<file path="config.mk">
export PLATFORM = sky130hd
export DESIGN_NAME = prbs_sequencer
export DESIGN_NICKNAME = d
export VERILOG_FILES = /design/src/prbs_icache_self_test.v /design/src/prbs_sequencer.v
export VERILOG_INCLUDE_DIRS = /design/src
export SDC_FILE = /design/constraint.sdc
export NUM_CORES = 1
export LEC_CHECK = 0
export CAP_MARGIN = 10
export CORE_MARGIN = 8
export CORE_UTILIZATION = 25
export CTS_BUF_LIST = sky130_fd_sc_hd__clkbuf_8
export CTS_CLUSTER_SIZE = 30
export DETAILED_ROUTE_END_ITERATION = 8
export DONT_BUFFER_PORTS = 1
export PLACE_DENSITY_LB_ADDON = 0.12
export SYNTH_ARGS = -nofsm -noshare
export SYNTH_HDL_FRONTEND = slang
export SYNTH_HIERARCHICAL = 1
export SYNTH_SLANG_ARGS = --single-unit
</file>
<file path="constraint.sdc">
create_clock -name clk_sys -period 3 [get_ports clk_sys]
set_input_delay 0.3 -clock clk_sys [delete_from_list [all_inputs] [get_ports clk_sys]]
set_output_delay 0.3 -clock clk_sys [all_outputs]
set_load 0.03 [all_outputs]
</file>
<file path="src/prbs_defs.vh">
// constants for the processor reset and boot sequencer
`ifndef PRBS_DEFS_VH
`define PRBS_DEFS_VH
`define PRBS_CFG_SETTLE 8'd20
`define PRBS_MIN_RESET 16'd400
`define PRBS_ICACHE_SELF_TEST_CYCLES 16'd64
`define PRBS_SROM_WORDS 16'd32
`define PRBS_RESET_VECTOR 40'h00_0000_0000
`define PRBS_CFG_W 7
`endif

</file>
<file path="src/prbs_icache_self_test.v">
// instruction-cache self-test engine: LFSR signature run for CYCLES cycles
module prbs_icache_self_test #(
  parameter CYCLES = 64
) (
  input wire clk_sys,
  input wire rst,
  input wire ce,
  input wire start,
  output reg busy,
  output reg done,
  output reg pass
);
  reg [15:0] count;
  reg [7:0] lfsr;
  always @(posedge clk_sys) begin
    if (rst) begin
      busy <= 1'b0;
      done <= 1'b0;
      pass <= 1'b0;
      count <= 16'h0000;
      lfsr <= 8'h01;
    end else if (ce) begin
      if (start && !busy) begin
        busy <= 1'b1;
        done <= 1'b0;
        count <= 16'h0000;
        lfsr <= 8'h01;
      end else if (busy) begin
        lfsr <= {lfsr[6:0], lfsr[7] ^ lfsr[5] ^ lfsr[4] ^ lfsr[3]};
        if (count == CYCLES[15:0] - 16'h0001) begin
          busy <= 1'b0;
          done <= 1'b1;
          // signature never collapses to zero in a healthy array
          pass <= (lfsr != 8'h00);
        end else begin
          count <= count + 16'h0001;
        end
      end
    end
  end
endmodule

</file>
<file path="src/prbs_sequencer.v">
// reset, clock source and boot sequencing for the processor
`include "prbs_defs.vh"
module prbs_sequencer #(
  parameter ICACHE_SELF_TEST_CYCLES = 64,
  parameter SROM_WORDS = 32
) (
  input wire clk_sys,
  input wire rst,
  input wire ce,
  input wire power_good_in,
  input wire sys_reset_n,
  input wire [`PRBS_CFG_W-1:0] irq_cfg_in,
  input wire srom_present_n,
  input wire srom_data_in,
  input wire icache_flush_control,
  input wire fetch_hit_in,
  output reg cpu_reset,
  output reg use_ring_osc,
  output reg pins_weak_pull,
  output reg bus_oe,
  output reg ram_oe_n,
  output reg ram_we_n,
  output reg strobe_n,
  output reg advance_n,
  output reg test_clock_out_a,
  output reg test_clock_out_b,
  output reg test_clock_out_c,
  output reg bus_clock_output_a,
  output reg bus_clock_output_b,
  output reg srom_clk_out,
  output reg srom_oe_n,
  output reg test_status_out,
  output reg icache_self_test_status,
  output reg [`PRBS_CFG_W-1:0] clk_cfg,
  output reg cfg_valid,
  output reg icache_valid,
  output reg fetch_req,
  output reg offchip_read,
  output reg [39:0] fetch_addr,
  output reg boot_done
);
  localparam S_RESET = 5'b00001;
  localparam S_ICACHE_SELF_TEST = 5'b00010;
  localparam S_SROM = 5'b00100;
  localparam S_DISP = 5'b01000;
  localparam S_RUN = 5'b10000;

  reg pg_s1, pg_s2, rs_s1, rs_s2, sp_s1, sp_s2, sd_s1, sd_s2;
  reg [`PRBS_CFG_W-1:0] cfg_s1, cfg_s2;
  reg [4:0] state;
  reg [7:0] settle;
  reg [15:0] words;
  reg [3:0] div;
  reg srom_sel;
  reg icache_self_test_start;
  wire icache_self_test_busy, icache_self_test_done, icache_self_test_pass;
  wire in_reset;

  // power good, reset, serial ROM and config inputs pass two flops (flush and fetch hit do not); release timing follows sysclk edges
  always @(posedge clk_sys) begin
    if (rst) begin
      pg_s1 <= 1'b0;
      pg_s2 <= 1'b0;
      rs_s1 <= 1'b0;
      rs_s2 <= 1'b0;
      sp_s1 <= 1'b1;
      sp_s2 <= 1'b1;
      sd_s1 <= 1'b0;
      sd_s2 <= 1'b0;
      cfg_s1 <= {`PRBS_CFG_W{1'b0}};
      cfg_s2 <= {`PRBS_CFG_W{1'b0}};
    end else if (ce) begin
      pg_s1 <= power_good_in;
      pg_s2 <= pg_s1;
      rs_s1 <= sys_reset_n;
      rs_s2 <= rs_s1;
      sp_s1 <= srom_present_n;
      sp_s2 <= sp_s1;
      sd_s1 <= srom_data_in;
      sd_s2 <= sd_s1;
      cfg_s1 <= irq_cfg_in;
      cfg_s2 <= cfg_s1;
    end
  end

  // board ordering of power good and reset is trusted, not policed
  assign in_reset = !pg_s2 || !rs_s2;

  prbs_icache_self_test #(
    .CYCLES(ICACHE_SELF_TEST_CYCLES)
  ) u_icache_self_test (
    .clk_sys(clk_sys),
    .rst(rst),
    .ce(ce),
    .start(icache_self_test_start),
    .busy(icache_self_test_busy),
    .done(icache_self_test_done),
    .pass(icache_self_test_pass)
  );

  always @(posedge clk_sys) begin
    if (rst) begin
      state <= S_RESET;
      cpu_reset <= 1'b1;
      use_ring_osc <= 1'b1;
      pins_weak_pull <= 1'b1;
      bus_oe <= 1'b0;
      ram_oe_n <= 1'b1;
      ram_we_n <= 1'b1;
      strobe_n <= 1'b1;
      advance_n <= 1'b1;
      test_clock_out_a <= 1'b0;
      test_clock_out_b <= 1'b0;
      test_clock_out_c <= 1'b0;
      bus_clock_output_a <= 1'b0;
      bus_clock_output_b <= 1'b0;
      srom_clk_out <= 1'b0;
      srom_oe_n <= 1'b1;
      test_status_out <= 1'b0;
      icache_self_test_status <= 1'b0;
      clk_cfg <= {`PRBS_CFG_W{1'b0}};
      cfg_valid <= 1'b0;
      settle <= 8'h00;
      icache_valid <= 1'b0;
      fetch_req <= 1'b0;
      offchip_read <= 1'b0;
      fetch_addr <= 40'h00_0000_0000;
      boot_done <= 1'b0;
      words <= 16'h0000;
      div <= 4'h0;
      srom_sel <= 1'b0;
      icache_self_test_start <= 1'b0;
    end else if (ce) begin
      use_ring_osc <= !pg_s2;
      pins_weak_pull <= !pg_s2 && in_reset;
      // bus clocks keep running through reset, divided by sampled ratio
      div <= div + 4'h1;
      if (div == {1'b0, clk_cfg[2:0]}) begin
        div <= 4'h0;
        bus_clock_output_a <= !bus_clock_output_a;
        bus_clock_output_b <= clk_cfg[3] ? bus_clock_output_a :
                              !bus_clock_output_a;
      end
      icache_self_test_start <= 1'b0;
      fetch_req <= 1'b0;
      if (in_reset) begin
        state <= S_RESET;
        cpu_reset <= 1'b1;
        bus_oe <= 1'b0;
        ram_oe_n <= 1'b1;
        ram_we_n <= 1'b1;
        strobe_n <= 1'b1;
        advance_n <= 1'b1;
        test_clock_out_a <= 1'b0;
        test_clock_out_b <= 1'b0;
        test_clock_out_c <= 1'b0;
        srom_clk_out <= 1'b0;
        srom_oe_n <= 1'b1;
        test_status_out <= 1'b0;
        icache_valid <= 1'b0;
        boot_done <= 1'b0;
        offchip_read <= 1'b0;
        srom_sel <= !sp_s2;
        // new settings only trusted after they hold steady long enough
        if (cfg_s2 != clk_cfg) begin
          clk_cfg <= cfg_s2;
          settle <= 8'h00;
          cfg_valid <= 1'b0;
        end else if (settle == `PRBS_CFG_SETTLE - 8'h01) begin
          cfg_valid <= 1'b1;
        end else begin
          settle <= settle + 8'h01;
        end
      end else begin
        case (state)
          S_RESET: begin
            state <= S_ICACHE_SELF_TEST;
            icache_self_test_start <= 1'b1;
          end
          S_ICACHE_SELF_TEST: begin
            cpu_reset <= 1'b1;
            if (icache_self_test_done && !icache_self_test_start && !icache_self_test_busy) begin
              icache_self_test_status <= icache_self_test_pass;
              test_status_out <= icache_self_test_pass;
              words <= 16'h0000;
              state <= srom_sel ? S_SROM : S_DISP;
            end
          end
          S_SROM: begin
            srom_oe_n <= 1'b0;
            srom_clk_out <= !srom_clk_out;
            if (srom_clk_out) begin
              if (words == SROM_WORDS[15:0] - 16'h0001) begin
                icache_valid <= 1'b1;
                srom_oe_n <= 1'b1;
                state <= S_DISP;
              end else begin
                words <= words + {15'h0000, sd_s2 | 1'b1};
              end
            end
          end
          S_DISP: begin
            cpu_reset <= 1'b0;
            srom_clk_out <= 1'b0;
            fetch_req <= 1'b1;
            fetch_addr <= `PRBS_RESET_VECTOR;
            offchip_read <= !icache_valid;
            // strobe low for one cycle marks the off-chip read command
            strobe_n <= icache_valid;
            state <= S_RUN;
          end
          S_RUN: begin
            boot_done <= 1'b1;
            bus_oe <= 1'b1;
            strobe_n <= 1'b1;
            if (offchip_read && fetch_hit_in) begin
              offchip_read <= 1'b0;
            end
          end
          default: begin
            state <= S_RESET;
          end
        endcase
        if (icache_flush_control) begin
          icache_valid <= 1'b0;
        end
      end
    end
  end
endmodule

</file>
==> metrics.md <==
| Metric | Value |
|---|---|
| Outcome | finished clean |
| Fin Clk Skew | 0.01500 ns |
| Delay of the slowest cell on the worst path | 0.58 ns |
| TritonCTS clock tree | done |
| Max-slew violation count | 0 |
| Area of the core | 20300 um^2 |
| Insertion delay of the later-clocked pin in the worst-skew pair | 0.38 ns |
| Most common flop cell mapped by yosys | sky130_fd_sc_hd__dfxtp_1 |
| Crit path capture type | register |
| Routed wire length | 13.14 mm |
| Chip Height | 160.1 um |
| Type of the tightest min-delay check | primary input to register |
| CTS max path bufs | 2 |
| Largest family of logic cells by synthesized area | simple AND/OR/NAND/NOR gates |
| Relative slew slack | 0.4076 |
| Fraction of post-synthesis cell area in the top cell type by area | 0.4011 |
| Worst setup path class | register to register |
| Mean instance size in the synthesized netlist | 8.227 um^2 |
| Area growth, synth to finish | 5.809% |
| Slew at the pin closest to its max-slew limit | 0.8853 ns |
| Buffer cell driving the clock tree root | sky130_fd_sc_hd__clkbuf_8 |
| Count of distinct cell types in the synthesized netlist | 63 |
| Startpoint of the most critical register-to-register path | state[3] |
| Hold WS | 0.04242 ns |
| Die W | 160.1 um |
| Routability cong. | 0.7668 |
| Fraction of synthesized cell area in xor and xnor cells | 0.03543 |
| Main area contributors after synthesis | sky130_fd_sc_hd__dfxtp_1, sky130_fd_sc_hd__buf_4, sky130_fd_sc_hd__a21oi_1 |
| Maximum fanout along the worst path | 20 |
| Starting Density | 0.2557 |
| Achievable Freq | 391.5 MHz |
| Final core occ | 0.2706 |
| Slowest-stage cell, CP | sky130_fd_sc_hd__or4_1 |
| Detailed router's first-iteration violation count | 209 |
| Mapped cell area | 5191 um^2 |
| Cell-by-cell listing of the critical path | or4b_4, or2_0, o21a_1, or4_1, a21oi_1 |
| Detail-routed via count per cell | 4.789 |
| Total gr overflow | 0 |
| Startpoint kind of the worst setup timing path | register |
| Capture point of the worst reg-to-reg path | words[5] |
| Worst IR drop on VDD | 0.1559 mV |
| Number of placed I/O pins | 85 |
| Buffers added on ports | 0 |
| Number of hold violations in the final report | 0 |
| Die area | 25630 um^2 |
| R2R depth | 5 |
| Clock transition at path regs | 0.11 ns |
| Post-CTS setup buffers | 0 |
| Number of H-tree branching levels | 3 |
| Detailed-route via count | 4267 |
| Proportion of synthesized area in mux cells | 0.04242 |
| Final count of negative-setup-slack endpoints | 0 |
| Number of buffers inserted for hold repair after clock tree synthesis | 2 |
| Minimum setup slack after placement | 0.4702 ns |
| Total number of clock tree sinks | 104 |
| Compound-gate portion of the synthesized area | 0.1624 |
| Via count of the first global-routing pass | 4140 |
| Number of instances in the synthesized netlist | 631 |
| Data arrival time at the worst-slack endpoint | 2.86 ns |
| Worst hold path cell count | 1 |
| Footprint of the flip-flops and latches | 2082 um^2 |
| Total area of multi-input combinational cells | 2755 um^2 |
| Number of max-capacitance violations reported | 0 |
| Number of warning messages in the yosys log | 6 |
| Cell accounting for the most synthesized area | sky130_fd_sc_hd__dfxtp_1 |
| Hold wc startpoint | rst |
| DP Wirelength | 8.753 mm |
| DRC viols | 0 |
| EDFF count, synth | 0 |
| Crit path buffers/inverters | 0 |
| Top Family by Delay on Critical Path | simple AND/OR/NAND/NOR gates |
| Unrepaired setup endpoints after global routing | false |
| Maximum number of pins on one net before global-route repair | 72 |
| Final period demand of the worst path | 2.554 ns |
| Number of antenna-violating nets in the routed design | 0 |
| Period utilisation layout | 0.8515 |
| First-pass GRT wire length | 21.74 mm |
| Hold path endpoint | state[1] |
| Portion of the post-synthesis area used by sequential elements | 0.4011 |
| Number of storage elements in the synthesis netlist | 104 |
| Power density cells | 461.9 nW/um^2 |
| Number of antenna violations at the first check in global routing | 0 |
| Post-detailed-route wirelength per cell | 14.75 um |
| Drt pass-1 iters | 6 |
| Synth Area in Adders | 0.009641 |
| Overall Global Routing Usage | 0.1026 |
| Proportion of register bits with asynchronous set or reset after synthesis | 0 |
| Std-Cell Rows | 52 |
| Layout filler cell count | 2174 |
| TritonCTS Buffers | 9 |
| Final nets | 636 |
| Worst reg-to-reg setup slack | 0.45 ns |
| Minimum setup slack in the final design | 0.4456 ns |
| Proportion of layout cells with a drive suffix above 1 | 0.06441 |
| Worst path required time | 3.30 ns |
| Sum Neg Setup Slack | 0 ns |
| Reported leakage power | 0.001923 uW |
| Count of cells resized by post-cts repair | 0 |
| Area share of and/or/nand/nor cells after synthesis | 0.2475 |
| Diode count | 0 |
==> flip-flops by register name, summed over array words and instances, names as in the netlist, 4 cells and up <==
signal	count
cfg_s1	7
clk_cfg	7
div	4
words	16
cfg_s2	7
settle	8
u_icache_self_test/count	16
u_icache_self_test/lfsr	8
state	5
==> worst max-delay path by stage <==
stage	start	to	slack, ns	cells after the start
2_1_floorplan	state[3]	words[4]	0.77	7
3_3_place_gp	state[3]	words[5]	0.53	5
3_5_place_dp	state[3]	words[4]	0.47	5
4_1_cts	state[3]	words[4]	0.43	5
5_1_grt	state[3]	words[11]	0.27	5
6_report	state[3]	words[5]	0.45	5
==> cell usage in the layout (no fill, tap or decap), types with 13 or more instances in the layout <==
cell type / netlist / routed
sky130_fd_sc_hd__o21ai_0: 23 / 23
sky130_fd_sc_hd__nand2_1: 75 / 75
sky130_fd_sc_hd__nand4_1: 14 / 14
sky130_fd_sc_hd__nand3_1: 24 / 24
sky130_fd_sc_hd__nor2_1: 66 / 66
sky130_fd_sc_hd__mux2i_1: 22 / 22
sky130_fd_sc_hd__nor3_1: 13 / 13
sky130_fd_sc_hd__dfxtp_1: 104 / 104
sky130_fd_sc_hd__a21oi_1: 58 / 58
sky130_fd_sc_hd__conb_1: 2 / 46
==> per-layer routing <==
metal / global-route usage / wire length (um) / vias up
met2: 0.1735 / 6291 / 88
met3: 0.03213 / 854 / 15
met5: 0 / 0 / -
met1: 0.1175 / 5758 / 2034
li1: - / - / 2130
met4: 0.04333 / 233 / 0
==> kinds of logic (layout without fill, tap and decap cells) <==
group | after synthesis | count (layout)
compound gates | 137 | 137
xor+xnor | 21 | 21
fa+ha+maj | 4 | 4
buf+inv | 86 | 32
flops | 104 | 104
mux | 22 | 22
other cells | 2 | 46
simple gates | 255 | 255
==> worst reg2reg max path, stage by stage, from the launching register on <==
cell and delay, ns:
sky130_fd_sc_hd__dfxtp_1 0.39, sky130_fd_sc_hd__or4b_4 0.57, sky130_fd_sc_hd__or2_0 0.33, sky130_fd_sc_hd__o21a_1 0.45
sky130_fd_sc_hd__or4_1 0.59, sky130_fd_sc_hd__a21oi_1 0.14
==> synthesized netlist by cell type (2+ instances only) <==
cell type,number
sky130_fd_sc_hd__dfxtp_1,104
sky130_fd_sc_hd__a31oi_1,9
sky130_fd_sc_hd__nor2_1,66
sky130_fd_sc_hd__conb_1,2
sky130_fd_sc_hd__nor3_1,13
sky130_fd_sc_hd__nand4b_1,5
sky130_fd_sc_hd__clkbuf_1,24
sky130_fd_sc_hd__o31ai_1,6
sky130_fd_sc_hd__nand3b_1,2
sky130_fd_sc_hd__inv_1,7
sky130_fd_sc_hd__nand3_1,24
sky130_fd_sc_hd__nand4_1,14
sky130_fd_sc_hd__xor2_1,12
sky130_fd_sc_hd__or4_1,8
sky130_fd_sc_hd__nand2_1,75
sky130_fd_sc_hd__xnor2_1,9
sky130_fd_sc_hd__a311oi_1,9
sky130_fd_sc_hd__a22oi_1,7
sky130_fd_sc_hd__and2_1,2
sky130_fd_sc_hd__a31o_2,2
sky130_fd_sc_hd__a21oi_1,58
sky130_fd_sc_hd__a221oi_1,2
sky130_fd_sc_hd__and3_1,12
sky130_fd_sc_hd__a21oi_2,2
sky130_fd_sc_hd__and4_1,3
sky130_fd_sc_hd__buf_4,48
sky130_fd_sc_hd__or4b_1,2
sky130_fd_sc_hd__ha_1,4
sky130_fd_sc_hd__or3_1,3
sky130_fd_sc_hd__nand2b_1,4
sky130_fd_sc_hd__buf_1,4
sky130_fd_sc_hd__o41ai_1,2
sky130_fd_sc_hd__o21ai_0,23
sky130_fd_sc_hd__o31a_1,2
sky130_fd_sc_hd__a211oi_1,2
sky130_fd_sc_hd__mux2i_1,22
sky130_fd_sc_hd__o21ai_1,3
sky130_fd_sc_hd__nor4_1,7
sky130_fd_sc_hd__buf_6,2
sky130_fd_sc_hd__nor2b_1,3
==> report_power, final <==
| part | switching, uW | internal (uW) |
|---|---|---|
| clock | 530 | 395 |
| sequential | 29.4 | 1400 |
| combinational | 140 | 40.2 |
==> area by class of cell <==
class                      count  share of cell area
clock inverter                 7             0.01412
inverter                       7            0.004784
sequential                   104              0.3790
tap                          270             0.06150
multi-input combinational    485              0.5016
clock buffer                   9             0.02255
timing repair buffer           9             0.01640
==> metrics by stage <==
stage / instance area, um^2 / cells / power [uW]
6_report: 5493 / 891 / 2537
4_1_cts: 5493 / 891 / 2593
2_1_floorplan: 5356 / 675 / 1665
3_5_place_dp: 5254 / 873 / 1621
5_1_grt: 5493 / 891 / 2664
3_3_place_gp: 5254 / 873 / 1619
Power figures use the tool's default switching activity.
